File: config.mk
export PLATFORM = sky130hd
export DESIGN_NAME = spi_port
export DESIGN_NICKNAME = d
export VERILOG_FILES = /design/src/spi_port_pkg.sv /design/src/pin_sync.sv /design/src/spi_port.sv
export VERILOG_INCLUDE_DIRS = /design/src
export SDC_FILE = /design/constraint.sdc
export NUM_CORES = 1
export LEC_CHECK = 0
export ABC_AREA = 1
export BUFFER_PORTS_ARGS = -buffer_cell sky130_fd_sc_hd__buf_2
export CAP_MARGIN = 0
export CORE_UTILIZATION = 50
export DETAILED_ROUTE_END_ITERATION = 8
export PLACE_DENSITY = 0.78
export SKIP_LAST_GASP = 1
export SYNTH_ARGS = -nofsm -noshare
export SYNTH_HDL_FRONTEND = slang
export SYNTH_SLANG_ARGS = --single-unit
File: constraint.sdc
create_clock -name clk_sys -period 4 [get_ports clk_sys]
set_clock_uncertainty 0.15 [all_clocks]
set_input_delay 0.2 -clock clk_sys [delete_from_list [all_inputs] [get_ports clk_sys]]
set_output_delay 0.2 -clock clk_sys [all_outputs]
set_load 0.01 [all_outputs]
File: src/spi_port_consts.svh
// Register offsets, field positions, reset values and counts of the serial port
`ifndef SPI_PORT_CONSTS_SVH
`define SPI_PORT_CONSTS_SVH

// ****************************************
// Register byte offsets (AXI4-Lite)
// ****************************************
`define OFF_CTRL1 8'h00
`define OFF_CTRL2 8'h04
`define OFF_RATE 8'h08
`define OFF_STAT 8'h0c
`define OFF_DATA 8'h10
`define OFF_DIR 8'h14
`define OFF_PORT 8'h18

// ****************************************
// Reset values
// ****************************************
`define CTRL1_RST 8'h04
`define CTRL2_RST 1'b0
`define RATE_RST 3'h0
`define DIR_RST 4'h0
`define GPO_RST 4'h0

// ****************************************
// Field positions
// ****************************************
`define ST_DONE 7
`define ST_WRITE_COLLISION_FLAG 6
`define ST_MODE_FAULT_FLAG 4
`define PIN_MISO 0
`define PIN_MOSI 1
`define PIN_SCK 2
`define PIN_SS 3

// ****************************************
// Counts and bus answers
// ****************************************
`define EDGES_LAST 4'hf
`define RESP_OKAY 2'b00
`define RESP_SLVERR 2'b10

`endif

File: src/spi_port_pkg.sv
// Types shared by the serial port design
package spi_port_pkg;

    // Control register 1 layout, bit 7 down to bit 0
    typedef struct packed {
        logic irq_en;
        logic port_enable;
        logic open_drain_select;
        logic master_select;
        logic cpol;
        logic cpha;
        logic select_output_enable;
        logic low_bit_first;
    } ctrl_s;

    // Port pins 7..4: select, clock, master out, slave out
    typedef struct packed {
        logic ss;
        logic sck;
        logic mosi;
        logic miso;
    } pin_s;

    typedef enum logic [1:0] {
        ST_IDLE = 2'b00,
        ST_SHIFT = 2'b01
    } xfer_e;

    typedef enum logic [2:0] {
        R_CTRL1, R_CTRL2, R_RATE, R_STAT, R_DATA, R_DIR, R_PORT, R_NONE
    } reg_e;

endpackage

File: src/pin_sync.sv
// Three-stage input synchroniser with agreement filter
`timescale 1ns/10ps
`default_nettype none

module pin_sync #(
    parameter int WIDTH = 4
) (
    // Clock and reset
    input wire logic clk_sys,
    input wire logic reset,
    // Raw and filtered levels
    input wire logic [WIDTH-1:0] raw,
    output logic [WIDTH-1:0] stable
);

    logic [WIDTH-1:0] ff1_q;
    logic [WIDTH-1:0] ff2_q;
    logic [WIDTH-1:0] ff3_q;

    // The first stage feeds only the second; it may be metastable
    always_ff @(posedge clk_sys) begin
        if (reset) begin
            ff1_q <= '0;
            ff2_q <= '0;
            ff3_q <= '0;
        end else begin
            ff1_q <= raw;
            ff2_q <= ff1_q;
            ff3_q <= ff2_q;
        end
    end

    // A change counts once stages two and three agree
    always_ff @(posedge clk_sys) begin
        if (reset) begin
            stable <= '0;
        end else begin
            for (int i = 0; i < WIDTH; i++) begin
                if (ff2_q[i] == ff3_q[i]) begin
                    stable[i] <= ff3_q[i];
                end
            end
        end
    end

endmodule

`default_nettype wire

File: src/spi_port.sv
// Serial peripheral port, master or slave, with AXI4-Lite registers
//
// The AXI4-Lite slave port and the placing of the registers were chosen for this implementation.
`timescale 1ns/10ps
`default_nettype none
`include "spi_port_consts.svh"

// Operation
// - Master bit clock is bus clock over 2..256, power of two, three-bit field
// - Rate divider runs only in master mode during a transfer
// - Each transfer shifts eight bits, exchanging bytes with the partner
// - Written byte goes out; data read returns byte received
// - Polarity inverts clock; phase picks shifted or unshifted sampling
// - Idle master clock sits at the polarity level
// - Select output low while transferring, high while idle
// - Master select pin role from direction bit and select-output enable
// - Enabled port: inputs always inputs; outputs drive only if direction set
// - Bidirectional mode uses one data pin per role, direction bit steers
// - Serial-pin control bit selects bidirectional pin configurations
// - Enable clear resets port logic; set claims pins 4 to 7
// - Mode fault forces enable and master to read zero
// - Open-drain bit makes pins 4 to 7 drive low only
// - Master-select 0 is slave, 1 is master
// - Bit order selects MSB or LSB first; register keeps MSB at 7
// - Interrupt when enabled and transfer-done or mode fault set
// - Done flag after eighth clock; cleared by status read then data access
// - Mode fault when master sees select low, unless select drives
// - Data write during transfer blocked, sets collision flag, no interrupt
module spi_port
    import spi_port_pkg::*;
(
    // Clock and reset
    input wire logic clk_sys,
    input wire logic reset,
    // AXI4-Lite write channels
    input wire logic [7:0] s_axi_awaddr,
    input wire logic s_axi_awvalid,
    output logic s_axi_awready,
    input wire logic [31:0] s_axi_wdata,
    input wire logic [3:0] s_axi_wstrb,
    input wire logic s_axi_wvalid,
    output logic s_axi_wready,
    output logic [1:0] s_axi_bresp,
    output logic s_axi_bvalid,
    input wire logic s_axi_bready,
    // AXI4-Lite read channels
    input wire logic [7:0] s_axi_araddr,
    input wire logic s_axi_arvalid,
    output logic s_axi_arready,
    output logic [31:0] s_axi_rdata,
    output logic [1:0] s_axi_rresp,
    output logic s_axi_rvalid,
    input wire logic s_axi_rready,
    // Port pins 7..4
    input wire pin_s pin_i,
    output var pin_s pin_o,
    output var pin_s pin_oe,
    // Interrupt request
    output logic irq
);

    // ****************************************
    // Helpers
    // ****************************************
    function automatic reg_e decode(input logic [7:0] a);
        case (a)
            `OFF_CTRL1: decode = R_CTRL1;
            `OFF_CTRL2: decode = R_CTRL2;
            `OFF_RATE: decode = R_RATE;
            `OFF_STAT: decode = R_STAT;
            `OFF_DATA: decode = R_DATA;
            `OFF_DIR: decode = R_DIR;
            `OFF_PORT: decode = R_PORT;
            default: decode = R_NONE;
        endcase
    endfunction

    // Bit that leaves the shifter next
    function automatic logic top_bit(input logic [7:0] v, input logic lsb);
        top_bit = lsb ? v[0] : v[7];
    endfunction

    // Shift one bit in at the far end; MSB stays at bit 7 either way
    function automatic logic [7:0] shift_in(input logic [7:0] v,
                                            input logic b, input logic lsb);
        shift_in = lsb ? {b, v[7:1]} : {v[6:0], b};
    endfunction

    // ****************************************
    // Registers and state
    // ****************************************
    ctrl_s ctrl_q;
    logic bidi_q;
    logic [2:0] rate_q;
    logic [3:0] dir_q;
    logic [3:0] gpo_q;
    logic done_q, write_collision_flag_q, mode_fault_flag_q;
    logic done_arm_q, write_collision_flag_arm_q, mode_fault_flag_arm_q;
    xfer_e st_q;
    logic [3:0] cnt_q;
    logic [7:0] sh_q, rx_q, div_q;
    logic rbit_q, dout_q, sck_q, sck_prev_q, ss_hold_q;
    logic aw_got_q, w_got_q, wst_q;
    logic [7:0] aw_addr_q, wd_q;
    pin_s ps;
    logic [3:0] ov, oe;

    logic en_eff, mst, busy, tick, ev, lead, din, smp;
    logic wr_fire, wr_en, rd_fire, data_wr, data_acc, done_ev;
    logic [7:0] nxt;
    reg_e wr_sel, rd_sel;

    pin_sync #(
        .WIDTH(4)
    ) u_sync (
        .clk_sys(clk_sys),
        .reset(reset),
        .raw(pin_i),
        .stable(ps)
    );

    // ****************************************
    // AXI4-Lite slave
    // ****************************************
    assign s_axi_awready = !aw_got_q && !s_axi_bvalid;
    assign s_axi_wready = !w_got_q && !s_axi_bvalid;
    assign s_axi_arready = !s_axi_rvalid;
    assign wr_fire = aw_got_q && w_got_q;
    assign wr_sel = decode(aw_addr_q);
    assign wr_en = wr_fire && wst_q;
    assign rd_fire = s_axi_arvalid && s_axi_arready;
    assign rd_sel = decode(s_axi_araddr);

    // Address and data are caught in either order
    always_ff @(posedge clk_sys) begin
        if (reset || wr_fire) begin
            aw_got_q <= 1'b0;
            w_got_q <= 1'b0;
        end else begin
            if (s_axi_awvalid && s_axi_awready) begin
                aw_got_q <= 1'b1;
            end
            if (s_axi_wvalid && s_axi_wready) begin
                w_got_q <= 1'b1;
            end
        end
    end

    // Payload capture; only byte lane 0 holds register bits
    always_ff @(posedge clk_sys) begin
        if (reset) begin
            aw_addr_q <= '0;
            wd_q <= '0;
            wst_q <= 1'b0;
        end else begin
            if (s_axi_awvalid && s_axi_awready) begin
                aw_addr_q <= s_axi_awaddr;
            end
            if (s_axi_wvalid && s_axi_wready) begin
                wd_q <= s_axi_wdata[7:0];
                wst_q <= s_axi_wstrb[0];
            end
        end
    end

    // Write response one cycle after both halves are held
    always_ff @(posedge clk_sys) begin
        if (reset) begin
            s_axi_bvalid <= 1'b0;
            s_axi_bresp <= `RESP_OKAY;
        end else if (wr_fire) begin
            s_axi_bvalid <= 1'b1;
            s_axi_bresp <= (wr_sel == R_NONE) ? `RESP_SLVERR : `RESP_OKAY;
        end else if (s_axi_bready) begin
            s_axi_bvalid <= 1'b0;
        end
    end

    // Read data; enable and master read zero under mode fault
    always_ff @(posedge clk_sys) begin
        if (reset) begin
            s_axi_rvalid <= 1'b0;
            s_axi_rdata <= '0;
            s_axi_rresp <= `RESP_OKAY;
        end else if (rd_fire) begin
            s_axi_rvalid <= 1'b1;
            s_axi_rresp <= (rd_sel == R_NONE) ? `RESP_SLVERR : `RESP_OKAY;
            s_axi_rdata <= '0;
            case (rd_sel)
                R_CTRL1: s_axi_rdata[7:0] <= {ctrl_q.irq_en, en_eff,
                    ctrl_q[5], mst, ctrl_q[3:0]};
                R_CTRL2: s_axi_rdata[0] <= bidi_q;
                R_RATE: s_axi_rdata[2:0] <= rate_q;
                R_STAT: begin
                    s_axi_rdata[`ST_DONE] <= done_q;
                    s_axi_rdata[`ST_WRITE_COLLISION_FLAG] <= write_collision_flag_q;
                    s_axi_rdata[`ST_MODE_FAULT_FLAG] <= mode_fault_flag_q;
                end
                R_DATA: s_axi_rdata[7:0] <= rx_q;
                R_DIR: s_axi_rdata[3:0] <= dir_q;
                R_PORT: s_axi_rdata[3:0] <= ps;
                default: s_axi_rdata <= '0;
            endcase
        end else if (s_axi_rready) begin
            s_axi_rvalid <= 1'b0;
        end
    end

    // Software-written configuration
    always_ff @(posedge clk_sys) begin
        if (reset) begin
            ctrl_q <= ctrl_s'(`CTRL1_RST);
            bidi_q <= `CTRL2_RST;
            rate_q <= `RATE_RST;
            dir_q <= `DIR_RST;
            gpo_q <= `GPO_RST;
        end else if (wr_en) begin
            case (wr_sel)
                R_CTRL1: ctrl_q <= ctrl_s'(wd_q);
                R_CTRL2: bidi_q <= wd_q[0];
                R_RATE: rate_q <= wd_q[2:0];
                R_DIR: dir_q <= wd_q[3:0];
                R_PORT: gpo_q <= wd_q[3:0];
                default: ;
            endcase
        end
    end

    // ****************************************
    // Status flags
    // ****************************************
    assign data_wr = wr_en && (wr_sel == R_DATA);
    assign data_acc = (rd_fire && rd_sel == R_DATA)
                    || (wr_fire && wr_sel == R_DATA);

    // Status read arms a clear; a set in the clearing cycle wins
    always_ff @(posedge clk_sys) begin
        if (reset) begin
            {done_q, write_collision_flag_q, mode_fault_flag_q} <= 3'h0;
            {done_arm_q, write_collision_flag_arm_q, mode_fault_flag_arm_q} <= 3'h0;
        end else begin
            done_q <= done_ev
                || (done_q && !(data_acc && done_arm_q));
            write_collision_flag_q <= (data_wr && busy)
                || (write_collision_flag_q && !(data_acc && write_collision_flag_arm_q));
            mode_fault_flag_q <= (ctrl_q.port_enable && ctrl_q.master_select
                && !dir_q[`PIN_SS] && !ps.ss)
                || (mode_fault_flag_q && !(wr_fire && wr_sel == R_CTRL1
                && mode_fault_flag_arm_q));
            if (rd_fire && rd_sel == R_STAT) begin
                done_arm_q <= done_q;
                write_collision_flag_arm_q <= write_collision_flag_q;
                mode_fault_flag_arm_q <= mode_fault_flag_q;
            end else begin
                if (data_acc) begin
                    done_arm_q <= 1'b0;
                    write_collision_flag_arm_q <= 1'b0;
                end
                if (wr_fire && wr_sel == R_CTRL1) begin
                    mode_fault_flag_arm_q <= 1'b0;
                end
            end
        end
    end

    // Collision raises no request; only done and fault do
    always_ff @(posedge clk_sys) begin
        if (reset) begin
            irq <= 1'b0;
        end else begin
            irq <= ctrl_q.irq_en && (done_q || mode_fault_flag_q);
        end
    end

    // ****************************************
    // Rate divider and shifter
    // ****************************************
    assign en_eff = ctrl_q.port_enable && !mode_fault_flag_q;
    assign mst = ctrl_q.master_select && !mode_fault_flag_q;
    assign busy = (st_q == ST_SHIFT);
    // Half a bit period is 2^rate cycles, so the divisor is 2^(rate+1)
    assign tick = mst && busy
        && (div_q == (8'h01 << rate_q) - 8'h01);
    assign ev = en_eff && (mst ? tick
        : (!ps.ss && ps.sck != sck_prev_q));
    assign lead = !cnt_q[0];
    assign din = mst ? (bidi_q ? ps.mosi : ps.miso)
                     : (bidi_q ? ps.miso : ps.mosi);
    assign smp = ctrl_q.cpha ? din : rbit_q;
    assign nxt = shift_in(sh_q, smp, ctrl_q.low_bit_first);
    assign done_ev = ev && !lead && cnt_q == `EDGES_LAST;

    // Divider held at zero unless a master transfer runs, saving power
    always_ff @(posedge clk_sys) begin
        if (reset || !(mst && busy) || tick) begin
            div_q <= '0;
        end else begin
            div_q <= div_q + 8'h01;
        end
    end

    // Previous filtered clock level, for slave edge finding
    always_ff @(posedge clk_sys) begin
        if (reset) begin
            sck_prev_q <= 1'b0;
        end else begin
            sck_prev_q <= ps.sck;
        end
    end

    // Select stays low one cycle past the last clock edge, so the far
    // end still sees that edge inside its frame
    always_ff @(posedge clk_sys) begin
        if (reset) begin
            ss_hold_q <= 1'b0;
        end else begin
            ss_hold_q <= busy;
        end
    end

    // Sixteen clock edges move eight bits each way
    always_ff @(posedge clk_sys) begin
        if (reset || !en_eff || (!mst && ps.ss)) begin
            st_q <= ST_IDLE;
            cnt_q <= '0;
            sck_q <= 1'b0;
            rbit_q <= 1'b0;
        end else if (data_wr && !busy) begin
            st_q <= mst ? ST_SHIFT : ST_IDLE;
            cnt_q <= '0;
            sck_q <= 1'b0;
        end else if (ev) begin
            st_q <= ST_SHIFT;
            cnt_q <= cnt_q + 4'h1;
            sck_q <= mst ? !sck_q : 1'b0;
            if (lead && !ctrl_q.cpha) begin
                rbit_q <= din;
            end
            if (!lead && cnt_q == `EDGES_LAST) begin
                st_q <= ST_IDLE;
            end
        end
    end

    // Shifter, output bit and receive buffer
    always_ff @(posedge clk_sys) begin
        if (reset) begin
            sh_q <= '0;
            dout_q <= 1'b0;
            rx_q <= '0;
        end else if (data_wr && !busy) begin
            sh_q <= wd_q;
            dout_q <= top_bit(wd_q, ctrl_q.low_bit_first);
        end else if (ev) begin
            if (lead) begin
                if (ctrl_q.cpha) begin
                    dout_q <= top_bit(sh_q, ctrl_q.low_bit_first);
                end
            end else begin
                sh_q <= nxt;
                if (!ctrl_q.cpha) begin
                    dout_q <= top_bit(nxt, ctrl_q.low_bit_first);
                end
                if (cnt_q == `EDGES_LAST) begin
                    rx_q <= nxt;
                end
            end
        end
    end

    // ****************************************
    // Pin drivers
    // ****************************************
    // Port defaults to general-purpose I/O under the direction bits
    always_comb begin
        ov = gpo_q;
        oe = dir_q;
        if (en_eff) begin
            if (mst) begin
                oe[`PIN_MISO] = bidi_q && dir_q[`PIN_MISO];
                ov[`PIN_MOSI] = dout_q;
                ov[`PIN_SCK] = sck_q ^ ctrl_q.cpol;
                if (dir_q[`PIN_SS] && ctrl_q.select_output_enable) begin
                    ov[`PIN_SS] = !(busy || ss_hold_q);
                end
            end else begin
                ov[`PIN_MISO] = dout_q;
                oe[`PIN_MISO] = dir_q[`PIN_MISO] && !ps.ss;
                oe[`PIN_MOSI] = bidi_q && dir_q[`PIN_MOSI];
                oe[`PIN_SCK] = 1'b0;
                oe[`PIN_SS] = 1'b0;
            end
        end
        if (ctrl_q.open_drain_select) begin
            oe = oe & ~ov;
            ov = '0;
        end
    end

    // Registered so pins never glitch on decode changes
    always_ff @(posedge clk_sys) begin
        if (reset) begin
            pin_o <= '0;
            pin_oe <= '0;
        end else begin
            pin_o <= ov;
            pin_oe <= oe;
        end
    end

endmodule

`default_nettype wire

* Word-level counts from Yosys, hierarchy flattened
Cells that the tools add are included.
** Storage, ports and cells
- RAM bits :: 0
- Memories :: 0
- ROM bits :: 0
- Register bits after elaboration :: 119
- Latch bits :: 0
- Word-level logic and storage cells :: 235
** Cells by class
- Bitwise gates (word level) :: 4
- Multiplexer cells :: 49
- Add/sub/neg operators :: 3
- Multiply operators :: 0
- Reductions and logical operators :: 90
- Equality and inequality tests :: 34
- Magnitude comparators :: 0
- Divide/modulo/power cells :: 0
- Shifts and indexed selects :: 1
** Operator list (count)
- 8-bit by 5-bit equality test with 1-bit output, second input constant :: 6
- 3-bit one-hot mux with 7 select lines :: 2
- 1-bit logical AND :: 39
- 8-bit by 4-bit equality test with 1-bit output, second input constant :: 4
- 8-bit two-way mux :: 4
- 1-bit two-way mux :: 28
- 3-bit equality test, second input constant :: 8
- 1-bit zero test :: 18
- 8-bit by 3-bit equality test with 1-bit output, second input constant :: 2
- 8-bit zero test :: 2
- 4-bit two-way mux :: 3
- 2-bit AND reduction :: 6
- 2-bit nonzero test :: 6
- 1-bit logical OR :: 11
- 2-bit one-hot mux with 5 select lines :: 1
- 3-bit by 2-bit equality test with 1-bit output, second input constant :: 3
- 8-bit by 1-bit adder with 8-bit output, second input constant :: 1
- 8-bit equality test :: 1
- 2-bit two-way mux :: 4
- 1-bit by 3-bit left shift with 8-bit output, first input constant :: 1
- 8-bit by 1-bit subtractor with 8-bit output, second input constant :: 1
- 3-bit by 1-bit equality test with 1-bit output, second input constant :: 2
- 3-bit zero test :: 2
- 3-bit two-way mux :: 2
- other kinds (19) :: 24

* Depth between registers and ports, before layout
Gate-level depths: netlist of the first run.
- Depth after elaboration :: 10
- Depth in mapped cells :: 18
- Mapped depth without buffers :: 17

* Modules after synthesis
Synthesis of the first run repeated with hierarchy kept, for this count alone.
** Second synthesis, totals
- Cell total of the unflattened synthesis :: 782
- Area total of the unflattened synthesis :: 5464.0 sq um
** By module, submodules not included
- spi_port :: sequential area each 2001.9 sq um, area each 4983.5 sq um, instances 1, cells each 728
- pin_sync :: sequential area each 320.3 sq um, area each 480.5 sq um, instances 1, cells each 54

* Worst setup path before layout of the first run
Ideal clock, no wire load.
- Path type :: flip-flop to flip-flop
- From :: register rate_q[2]
- To :: register rx_q[2]
- Arrival :: 1.900 ns
- Setup time :: 0.114 ns
- Stages on the path, launching flop included :: 16
- Slack :: 1.836 ns
- Buffers on the path :: 2
- Clock period less this slack :: 2.164 ns
- Path through :: dfxtp_1 buf_6 nor2_2 nand2_2 ha_1 nand2_1 nand3_1 nor2_1 nand2_1 nor2_2 nand3_2 nand2_4 nand4_4 buf_6 o21bai_1 nor2_1
** On the way
- Cells in the longest elaborated chain, start to end :: 7
** Ends and longest elaborated chain
- start, declared :: RTL line spi_port.sv:94 : logic [2:0] rate_q;
- start signal, assigned :: RTL line spi_port.sv:214 : rate_q <= `RATE_RST;
- start signal, assigned :: RTL line spi_port.sv:221 : R_RATE: rate_q <= wd_q[2:0];
- 1-bit by 3-bit left shift with 8-bit output :: RTL line spi_port.sv:283 : && (div_q == (8'h01 << rate_q) - 8'h01);
- 8-bit by 1-bit subtractor with 8-bit output :: RTL line spi_port.sv:283
- 8-bit equality test :: RTL line spi_port.sv:283
- 1-bit logical AND :: RTL line spi_port.sv:283
- 1-bit two-way mux :: RTL line spi_port.sv:284 : assign ev = en_eff && (mst ? tick
- 1-bit logical AND :: RTL line spi_port.sv:284
- 4-bit AND reduction (no source line)
- end signal, assigned :: RTL line spi_port.sv:365 : rx_q <= nxt;
- end, declared :: RTL line spi_port.sv:101 : logic [7:0] sh_q, rx_q, div_q;
No other way between the ends.
A chain may end at the register's enable or synchronous reset.

* Final worst setup path of the first run
- From :: register rate_q[2]
- To :: register sh_q[7]
** On the way
- Cells in the longest elaborated chain, start to end :: 8
** Ends and longest elaborated chain
- 1-bit by 3-bit left shift with 8-bit output :: RTL line spi_port.sv:283
- 8-bit by 1-bit subtractor with 8-bit output :: RTL line spi_port.sv:283
- 8-bit equality test :: RTL line spi_port.sv:283
- 1-bit logical AND :: RTL line spi_port.sv:283
- 1-bit two-way mux :: RTL line spi_port.sv:284
- 1-bit logical AND :: RTL line spi_port.sv:284
- 2-bit nonzero test (no source line)
- 2-bit AND reduction (no source line)
- end signal, assigned :: RTL line spi_port.sv:352 : sh_q <= wd_q;
- end signal, assigned :: RTL line spi_port.sv:360 : sh_q <= nxt;
- end, declared :: RTL line spi_port.sv:101
No other way between the ends.

==> impl_metrics.json, run 1 <==
{
  "insertedDiodeCount": 0,
  "drt_first_iter_violations": 400,
  "pwr_dens_nw_per_um2": 428,
  "hold_path_depth": 3,
  "r2r_end": "sh_q[7]$_SDFFE_PP0P_",
  "design_area_sq_um": 6570,
  "synth_area_leader_cell": "dfxtp_1",
  "synth_sequential_area_ratio_pct": 42.2,
  "clockRootBuffer": "clkbuf_8",
  "ff2ff_setup_slack_ns": 1.48,
  "synth.top_cell.area_share_pct": 42.2,
  "path_class": "reg2reg",
  "synth_common_cells": "nand2_1, nor2_1, dfxtp_1, inv_1, o21ai_0",
  "critical_path_data_required_time_ns": 4.29,
  "nNetsFinal": 926,
  "synth-edff-count": 0,
  "fin_cells": 1008,
  "result_of_the_run": "completed",
  "core.rowCount": 37,
  "placer_congestion": 0.897,
  "core_area_sq_um": 10500,
  "cts_tree": "yes",
  "synth_cell_type_count": 45,
  "cts.repair.resized": 0,
  "worstSkewPairLatency_ns": 0.51,
  "timing.fmax_ghz": 0.397,
  "initial_core_util_pct": 52.3,
  "setup_viol_count_final": 0,
  "route.detailed.drc": 0,
  "timing.hold.worst.class": "in2reg",
  "setup_fix_buffers_added_after_clock_tree_synthesis": 0,
  "synthesized_instance_count": 780,
  "max_fanout_on_critical_path": 12,
  "boundaryPins": 113,
  "tritoncts_num_sinks": 116,
  "unrepaired_setup_endpoints_after_global_routing": "false",
  "dp.final_hpwl_mm": 9.11,
  "netlist_area_sq_um": 5500,
  "totalWireLength_mm": 13.5,
  "port-buffer-count": 59,
  "wire_per_inst_um": 13.4,
  "layout_min_cycle_time_ns": 2.52,
  "globalRouteTotalUtil_pct": 24.7,
  "reg2regPathDepth": 15,
  "setup.worst_path.start_class": "flip-flop",
  "cts-buffers-inserted": 17,
  "timing.hold.ws_ns": 0.0496,
  "floorplan.die_area_sq_um": 11400,
  "cap_viol_max_count": 0,
  "cts-root-to-sink-buffers": 2,
  "terminating_pin_of_the_worst_hold_path": "aw_addr_q[5]$_SDFFE_PP0P_",
  "syn_avg_cell_area_sq_um": 7.05,
  "timing_hold_violations_final": 0,
  "finalCritPeriodShare_pct": 63.0,
  "drt_pre_antenna_iters": 4,
  "layout-drive-gt1-share_pct": 12.7,
  "chipHeight_um": 107,
  "critical_path.reg2reg.startpoint": "rate_q[2]$_SDFFE_PP0P_",
  "grt_pass1_wl_mm": 21.9,
  "dr_total_vias": 5157,
  "number_of_antenna_violations_at_the_first_check_in_global_routing": 0,
  "finalMaxSlewViolations": 0,
  "yosys-top-cells-area": "dfxtp_1, nand2_1, nor2_1",
  "cp-end-kind": "flip-flop",
  "route.antenna.remaining_nets": 0,
  "timing_worst_slew_pin_value_ns": 0.668,
  "synth_warnings": 0,
  "power.leakage_nw": 2.83,
  "vdd.ir_drop.worst_mv": 0.344,
  "first_global_vias": 4697,
  "timing.hold.worst.start": "s_axi_awvalid",
  "syn_to_final_growth_pct": 19.5,
  "synthMostInstantiatedCell": "nand2_1",
  "clk_pin_slew_worst_paths_ns": 0.06,
  "fraction_of_registers_with_async_set_or_reset_after_synthesis_pct": 0,
  "synth_seq_cells": 116,
  "worst_rel_slew_slack_pct": 55.4,
  "grt_start_max_net_pins": 31,
  "chipWidth_um": 107,
  "routed_via_density": 5.12,
  "placement.cell_area_sq_um": 5750,
  "totalNegativeSetupSlack_ns": 0,
  "clock_tree.htree_level_count": 4,
  "synth-main-ff-cell": "dfxtp_1",
  "placed_cells_incl_taps": 950,
  "arrival_time_of_the_worst_setup_path_ns": 2.81,
  "grt_remaining_overflow": 0
}
==> layout by cell type, fill, tap and decap left out, types with 5 or more instances in the layout <==
master and count:
a211oi_1 19, a21oi_1 44, buf_2 59, clkbuf_16 16
clkinv_2 5, conb_1 26, dfxtp_1 116, dlygate4sd3_1 27
inv_1 105, inv_2 5, nand2_1 144, nand3_1 34
nand4_1 7, nor2_1 120, nor3_1 10, o21ai_0 48
o21ai_1 11, o21bai_1 14
==> kinds of logic (layout without fill, tap and decap cells) <==
kind of cell               after synthesis  in the layout  synth area share [%]
AOI/OAI and AO/OA                      150            150                  16.0
buffers and inverters                  164            231                  13.5
xor gates and xnor gates                 6              6                 0.956
other                                    1             26                0.0682
DFF                                    116            116                  42.2
and+or+nand+nor                        340            340                  26.6
adders and majority gates                3              3                 0.683
==> layer usage <==
metal | up-vias | track usage, % | share of wire, %
met5 | - | 0 | 0
met4 | 0 | 8.71 | 1.5
met3 | 22 | 6.69 | 7.2
met2 | 182 | 40.6 | 46
met1 | 2349 | 31.1 | 45
li1 | 2604 | - | -
==> worst max-delay path, cell delays in order, from the launching register on <==
cell,delay [ns]
dfxtp_1,0.51
nor2_2,0.09
nand2_2,0.09
ha_1,0.25
inv_1,0.08
nand2_1,0.06
nand2_1,0.05
nand2_1,0.05
nand3_1,0.08
nor2_2,0.14
nand3_2,0.13
nand2_4,0.12
nand3_2,0.25
nand2_2,0.25
nor2_1,0.06
nor2_1,0.09
==> power by group <==
part	switching (mW)	internal, mW
clock network	0.523	0.893
registers	0.0182	1.19
logic	0.120	0.0701
total	0.662	2.15
==> registers in the layout (all words and copies together), names as in the netlist, 8 cells and up <==
| signal | flops |
|---|---|
| rx_q | 8 |
| div_q | 8 |
| wd_q | 8 |
| ctrl_q | 8 |
| aw_addr_q | 8 |
| s_axi_rdata | 8 |
| sh_q | 8 |
==> layout make-up <==
| cell class | instances | area [sq um] |
|---|---|---|
| Tap cell | 136 | 170 |
| Multi-Input combinational cell | 525 | 2530 |
| Fill cell | 919 | 3940 |
| Sequential cell | 116 | 2320 |
| Inverter | 112 | 420 |
| Clock inverter | 10 | 109 |
| Clock buffer | 21 | 439 |
| Timing Repair Buffer | 88 | 581 |
==> worst max-delay path by stage <==
| stage | endpoint | slack, ns | start | depth (start not counted) |
|---|---|---|---|---|
| 3_5_place_dp | sh_q[2]$_SDFFE_PP0P_ | 1.53 | rate_q[2]$_SDFFE_PP0P_ | 15 |
| 5_1_grt | sh_q[6]$_SDFFE_PP0P_ | 1.22 | rate_q[2]$_SDFFE_PP0P_ | 15 |
| 4_1_cts | sh_q[7]$_SDFFE_PP0P_ | 1.50 | rate_q[2]$_SDFFE_PP0P_ | 15 |
| 3_3_place_gp | sh_q[4]$_SDFFE_PP0P_ | 1.59 | rate_q[2]$_SDFFE_PP0P_ | 14 |
| 2_1_floorplan | rx_q[2]$_SDFFE_PP0P_ | 1.84 | rate_q[2]$_SDFFE_PP0P_ | 15 |
| 6_report | sh_q[7]$_SDFFE_PP0P_ | 1.48 | rate_q[2]$_SDFFE_PP0P_ | 15 |
==> metrics by stage <==
stage / power (mW) / utilization (%) / setup WS (ns)
3_5_place_dp: 1.39 / 54.7 / 1.53
4_1_cts: 2.81 / 62.5 / 1.50
3_3_place_gp: 1.39 / 54.7 / 1.59
5_1_grt: 2.90 / 62.5 / 1.22
6_report: 2.81 / 62.5 / 1.48
2_1_floorplan: 1.36 / - / 1.84
==> repair_timing <==
item / in CTS / in global routing
hold buffers: 27 / 0
endpoints found under the hold margin: 24 / 0
setup endpoints to repair: 0 / 0
Power figures use the tool's default switching activity.
==> run 2, diff against run 1 <==
Settings changed: ABC_AREA 1 to 0.
Clock period 4 ns to 2.5 ns, I/O delays scaled along.
==> run 2 against run 1 <==
Compared with the run above: the run now ends with negative setup slack left; setup slack lost 2.2 ns; sequential power grew 61%; via count grew 9.4%; first-iteration DRC count grew 69%; count of clock-buffer cells in the layout shrank 2; cell count shrank 6.5%; routed wire length grew 35%; combinational power grew 77%; critical path type unchanged; critical endpoint is now rx_q[6]$_SDFFE_PP0P_; highest routed layer unchanged.
==> impl_metrics.json, run 2 <==
{
  "design_area_sq_um": 7610,
  "result_of_the_run": "finished, violations left",
  "synth_seq_cells": 116,
  "power.leakage_nw": 3.11,
  "netlist_area_sq_um": 5510,
  "timing.fmax_ghz": 0.315,
  "synth_sequential_area_ratio_pct": 42.2,
  "cts-root-to-sink-buffers": 2,
  "timing_hold_violations_final": 0,
  "grt_pass1_wl_mm": 27.6,
  "worst_rel_slew_slack_pct": 42.1,
  "yosys-top-cells-area": "dfxtp_1, mux2i_1, nand2_1",
  "final_common_cell": "dfxtp_1",
  "fill_cells": 652,
  "arrival_time_of_the_worst_setup_path_ns": 3.42,
  "clock_tree.htree_level_count": 4,
  "synthXorXnorAreaFrac_pct": 2.38,
  "synth-main-ff-cell": "dfxtp_1",
  "pwr_dens_nw_per_um2": 645,
  "synth_area_leader_cell": "dfxtp_1",
  "synthAdderAreaFrac_pct": 0.863,
  "synth_common_cells": "dfxtp_1, nand2_1, nor2_1, a21oi_1, clkbuf_1",
  "design_power_total_mw": 4.90,
  "post-route-worst-setup-slack_ns": -0.677,
  "boundaryPins": 113,
  "totalWireLength_mm": 18.2,
  "fraction_of_registers_with_async_set_or_reset_after_synthesis_pct": 0,
  "synthesized_instance_count": 648,
  "synth-edff-count": 0,
  "synth.mux.area_fraction_pct": 8.09,
  "combinational_family_with_the_most_area_after_synthesis": "simple AND/OR/NAND/NOR gates",
  "floorplan.die_area_sq_um": 11400,
  "synth-simple-area-share_pct": 26.4,
  "totalNegativeSetupSlack_ns": -14.49,
  "wire_per_inst_um": 19.3,
  "dr_total_vias": 5641,
  "layout_min_cycle_time_ns": 3.18,
  "layout-drive-gt1-share_pct": 23.4,
  "number_of_antenna_violations_at_the_first_check_in_global_routing": 0,
  "cts-buffers-inserted": 17,
  "initial_core_util_pct": 52.4,
  "cp-end-kind": "flip-flop",
  "route.antenna.remaining_nets": 0,
  "synth_compound_gate_area_share_pct": 12.9,
  "drt_first_iter_violations": 677,
  "dp.final_hpwl_mm": 9.66,
  "timing.hold.worst.class": "in2reg",
  "cts_tree": "yes",
  "first_global_vias": 5425,
  "critical_path_data_required_time_ns": 2.75,
  "synthMostInstantiatedCell": "dfxtp_1",
  "placement.cell_area_sq_um": 5990,
  "syn_to_final_growth_pct": 38.1,
  "setup_viol_count_final": 34,
  "placer_congestion": 0.916,
  "synth_warnings": 0,
  "nNetsFinal": 857,
  "route.detailed.drc": 0,
  "port-buffer-count": 59,
  "grt_remaining_overflow": 0,
  "setup.worst_path.start_class": "flip-flop",
  "finalCritPeriodShare_pct": 127,
  "syn_avg_cell_area_sq_um": 8.50,
  "globalRouteTotalUtil_pct": 31.3,
  "synth_cell_type_count": 62,
  "drt_pre_antenna_iters": 6,
  "final_cell_mix": "dfxtp_1, nand2_1, dlygate4sd3_1, buf_2",
  "violated_checks": "negative setup slack",
  "core_area_sq_um": 10500,
  "finalMaxSlewViolations": 0,
  "chipHeight_um": 107,
  "chipWidth_um": 107,
  "cap_viol_max_count": 0,
  "timing_worst_slew_pin_value_ns": 0.862,
  "core.rowCount": 37,
  "max_fanout_on_critical_path": 7,
  "worstSkewPairLatency_ns": 0.52,
  "synth.top_cell.area_share_pct": 42.2,
  "tritoncts_num_sinks": 116,
  "clk_pin_slew_worst_paths_ns": 0.06,
  "path_class": "reg2reg",
  "vdd.ir_drop.worst_mv": 0.535,
  "unrepaired_setup_endpoints_after_global_routing": "true",
  "grt_start_max_net_pins": 52,
  "routed_via_density": 5.99,
  "clockRootBuffer": "clkbuf_8"
}
## run 2: worst paths after layout
kind              slack [ns]  cells after the start                          end                  startpoint
setup / recovery       -0.68                      8         rx_q[6]$_SDFFE_PP0P_      rate_q[2]$_SDFFE_PP0P_
setup reg to reg       -0.68                      8         rx_q[6]$_SDFFE_PP0P_      rate_q[2]$_SDFFE_PP0P_
hold / removal          0.03                      4  s_axi_rdata[3]$_SDFFE_PP0P_             s_axi_araddr[3]
hold reg to reg         0.29                      1   u_sync.ff2_q[2]$_SDFF_PP0_  u_sync.ff1_q[2]$_SDFF_PP0_
## run 2: kinds of logic after synthesis
group                    Yosys count
AO/OA/AOI/OAI                    114
XOR/XNOR                          15
adder cells (fa/ha/maj)            4
buffers and inverters             76
flip-flops                       116
multiplexers                      39
other                              1
AND/OR/NAND/NOR                  283
## run 2: routing by layer
metal	vias up	wire [um]	track usage, %
met3	101	1640	7.78
met5	-	0	0
met4	0	1000	15.8
met1	2638	6750	36.8
met2	382	8820	52.9
li1	2520	-	-
## run 2: metrics by stage
| stage | worst slack, ns | hold slack (ns) | utilization (%) | cells |
|---|---|---|---|---|
| detailed placement | -0.741 | 0.191 | 57.0 | 834 |
| finish | -0.677 | 0.0299 | 72.4 | 942 |
| global placement | -0.645 | 0.184 | 57.0 | 834 |
| global route | -0.730 | 0.0577 | 72.3 | 940 |
| CTS | -0.697 | 0.0173 | 71.0 | 938 |
| floorplan | -0.760 | 0.103 | - | 673 |
## run 2: critical path: stages, from the launching register on
cell	delay, ns
dfxtp_2	0.32
or3_4	0.39
ha_4	0.19
nor3b_4	0.15
a311o_1	0.28
a221o_1	0.34
o31a_1	0.29
or4b_4	0.62
mux2_4	0.33
## run 2: final cells by class
class                      count  area [sq um]  share of cell area, %
multi-input combinational    481          3100                   40.8
tap                          136           170                   2.24
inverter                       8          30.0                  0.395
clock buffer                  19           432                   5.68
clock inverter                13           203                   2.66
antenna                        2          5.00                 0.0658
sequential                   116          2320                   30.5
timing repair buffer         167          1340                   17.6
## run 2: repair_timing
action / CTS / global route
hold buffers: 64 / 0
hold endpoints to repair: 46 / 0
gates cloned: 2 / 1
endpoints found under the setup margin: 33 / 55
gates resized for setup: 35 / 34
buffers inserted: 7 / 3
pin swaps: 34 / 8
## run 2: report_power, final
part           switching [mW]  internal (mW)  leakage (nW)
clock network           0.898           1.74         0.308
registers              0.0408           1.88         0.941
logic                   0.179          0.158          1.86
total                    1.12           3.79          3.11
==> run 3, diff against run 2 <==
Settings changed: GPL_ROUTABILITY_DRIVEN set to 0, MAX_ROUTING_LAYER set to met4, SETUP_SLACK_MARGIN set to 0.3.
==> run 3 against run 2 <==
Compared with the run above: the run still ends with negative setup slack left; non-clock buffer count down 12; first-iteration DRC count down 22%; combinational power down 6.8%; critical path depth up 1; setup slack better by 0.015 ns; routed wire length down 10%; global-route usage down 1.7 points; via count down 3.5%; largest cell class unchanged; sequential power about the same; fmax up 0.48%; count of clock-buffer cells in the layout down 2; sequential share of layout area up 0.96 points.
==> impl_metrics.json, run 3 (synthesis results as in run 2) <==
{
  "result_of_the_run": "finished, violations left",
  "violated_checks": "negative setup slack",
  "detail_route.wirelength.met1_mm": 6.16,
  "finalMaxSlewViolations": 0,
  "core.rowCount": 37,
  "route.top_layer_used": "met4",
  "timing_worst_slew_pin_value_ns": 0.694,
  "cp.buffers_inverters": 1,
  "dr_total_vias": 5444,
  "clock_tree.htree_level_count": 4,
  "first_global_vias": 5121,
  "insertedDiodeCount": 0,
  "cts_tree": "yes",
  "cap_viol_max_count": 0,
  "vdd.ir_drop.worst_mv": 0.451,
  "finalCritPeriodShare_pct": 126,
  "critical_path_data_required_time_ns": 2.75,
  "setup_viol_count_final": 33,
  "layout-drive-gt1-share_pct": 22.9,
  "number_of_antenna_violations_at_the_first_check_in_global_routing": 0,
  "setup.worst_path.start_class": "flip-flop",
  "slowest_stage_delay_cp_ns": 0.53,
  "floorplan.die_area_sq_um": 11400,
  "clockRootBuffer": "clkbuf_8",
  "fin_cells": 927,
  "cts-buffers-inserted": 17,
  "grt_pass1_wl_mm": 25.3,
  "dp.final_hpwl_mm": 9.78,
  "route.antenna.remaining_nets": 0,
  "timing.critical_path.max_delay_family": "simple AND/OR/NAND/NOR gates",
  "grt_remaining_overflow": 0,
  "path_class": "reg2reg",
  "totalWireLength_mm": 16.4,
  "chipHeight_um": 107,
  "post-route-worst-setup-slack_ns": -0.662,
  "port-buffer-count": 59,
  "initial_core_util_pct": 52.4,
  "cp-end-kind": "flip-flop",
  "timing.hold.worst.class": "in2reg",
  "cpMaxStageDelayCell": "or4b_4",
  "clk_pin_slew_worst_paths_ns": 0.06,
  "globalRouteTotalUtil_pct": 29.6,
  "cts-root-to-sink-buffers": 2,
  "placed_cells_incl_taps": 835,
  "wire_per_inst_um": 17.6,
  "drt_first_iter_violations": 526,
  "nNetsFinal": 845,
  "worst_rel_slew_slack_pct": 53.4,
  "drt_pre_antenna_iters": 6,
  "pwr_dens_nw_per_um2": 633,
  "design_area_sq_um": 7370,
  "core_area_sq_um": 10500,
  "arrival_time_of_the_worst_setup_path_ns": 3.41,
  "detailroute.wirelength.met2_mm": 8.13,
  "power.leakage_nw": 2.97,
  "tritoncts_num_sinks": 116,
  "crit_chain": "or3_4 > ha_4 > xnor2_1 > a311o_1 > a221o_1 > o31a_1 > or4b_4 > buf_6 > mux2_4",
  "placement.cell_area_sq_um": 6010,
  "fill_cells": 710,
  "syn_to_final_growth_pct": 33.9,
  "final_cell_mix": "dfxtp_1, nand2_1, buf_2",
  "design_power_total_mw": 4.67,
  "wl_met3_mm": 1.40,
  "totalNegativeSetupSlack_ns": -12.40,
  "worstSkewPairLatency_ns": 0.52,
  "boundaryPins": 113,
  "timing.hold.ws_ns": 0.0445,
  "max_fanout_on_critical_path": 7,
  "chipWidth_um": 107,
  "layout_min_cycle_time_ns": 3.16,
  "grt_start_max_net_pins": 66,
  "route.detailed.drc": 0,
  "timing_hold_violations_final": 0,
  "timing.fmax_ghz": 0.316,
  "routed_via_density": 5.87,
  "unrepaired_setup_endpoints_after_global_routing": "true",
  "final_common_cell": "dfxtp_1"
}
run 3: cell count changes in the layout (fill, tap and decap cells not counted), sizes merged:
cell and change:
diode -2, clkbuf -2, inv +1, dlygate4sd3 -14, bufinv -2, buf +2
clkinvlp +2
run 3: path summary, 6_finish.rpt:
check                              start                          end  slack, ns  depth (start not counted)
min                      s_axi_araddr[2]      done_arm_q$_SDFFE_PP0P_       0.04                          5
min reg2reg  s_axi_rdata[3]$_SDFFE_PP0P_  s_axi_rdata[3]$_SDFFE_PP0P_       0.30                          2
max reg2reg       rate_q[2]$_SDFFE_PP0P_         rx_q[2]$_SDFFE_PP0P_      -0.66                          9
max               rate_q[2]$_SDFFE_PP0P_         rx_q[2]$_SDFFE_PP0P_      -0.66                          9
run 3: routing by layer:
metal	up-vias	track usage [%]
li1	2495	-
met1	2550	34.4
met2	336	48.7
met3	63	6.32
met4	0	14.4
met5	-	-
run 3: stage by stage:
| stage | utilization [%] | worst slack [ns] |
|---|---|---|
| floorplan | - | -0.760 |
| global placement | 57.2 | -0.648 |
| detailed placement | 57.2 | -0.708 |
| CTS | 69.8 | -0.649 |
| global route | 70.2 | -0.734 |
| finish | 70.2 | -0.662 |
run 3: timing repair:
item	CTS	global route
buffers inserted	8	0
endpoints found under the setup margin	44	51
resized for setup	47	9
hold endpoints to repair	52	0
pin swaps	38	2
cloned	3	0
hold buffers	50	0
run 3: report_power, final:
part,internal [mW],switching (mW)
combinational,0.142,0.172
clock,1.52,0.906
sequential,1.88,0.0400
run 3: final cells by class:
class | count | area (sq um) | share of cell area, %
multi-input combinational | 481 | 3070 | 41.7
sequential | 116 | 2320 | 31.5
timing repair buffer | 155 | 1180 | 16.1
clock buffer | 17 | 414 | 5.62
clock inverter | 14 | 178 | 2.41
tap | 136 | 170 | 2.31
inverter | 8 | 30.0 | 0.407
run 3: worst register-to-register path: cells and delay by family, from the launching register on:
kind,cells,cell delay [ns]
adders and majority gates,1,0.19
DFF,1,0.32
and+or+nand+nor,2,0.92
xor gates and xnor gates,1,0.15
buffers and inverters,1,0.16
muxes,1,0.29
AOI/OAI and AO/OA,3,0.86
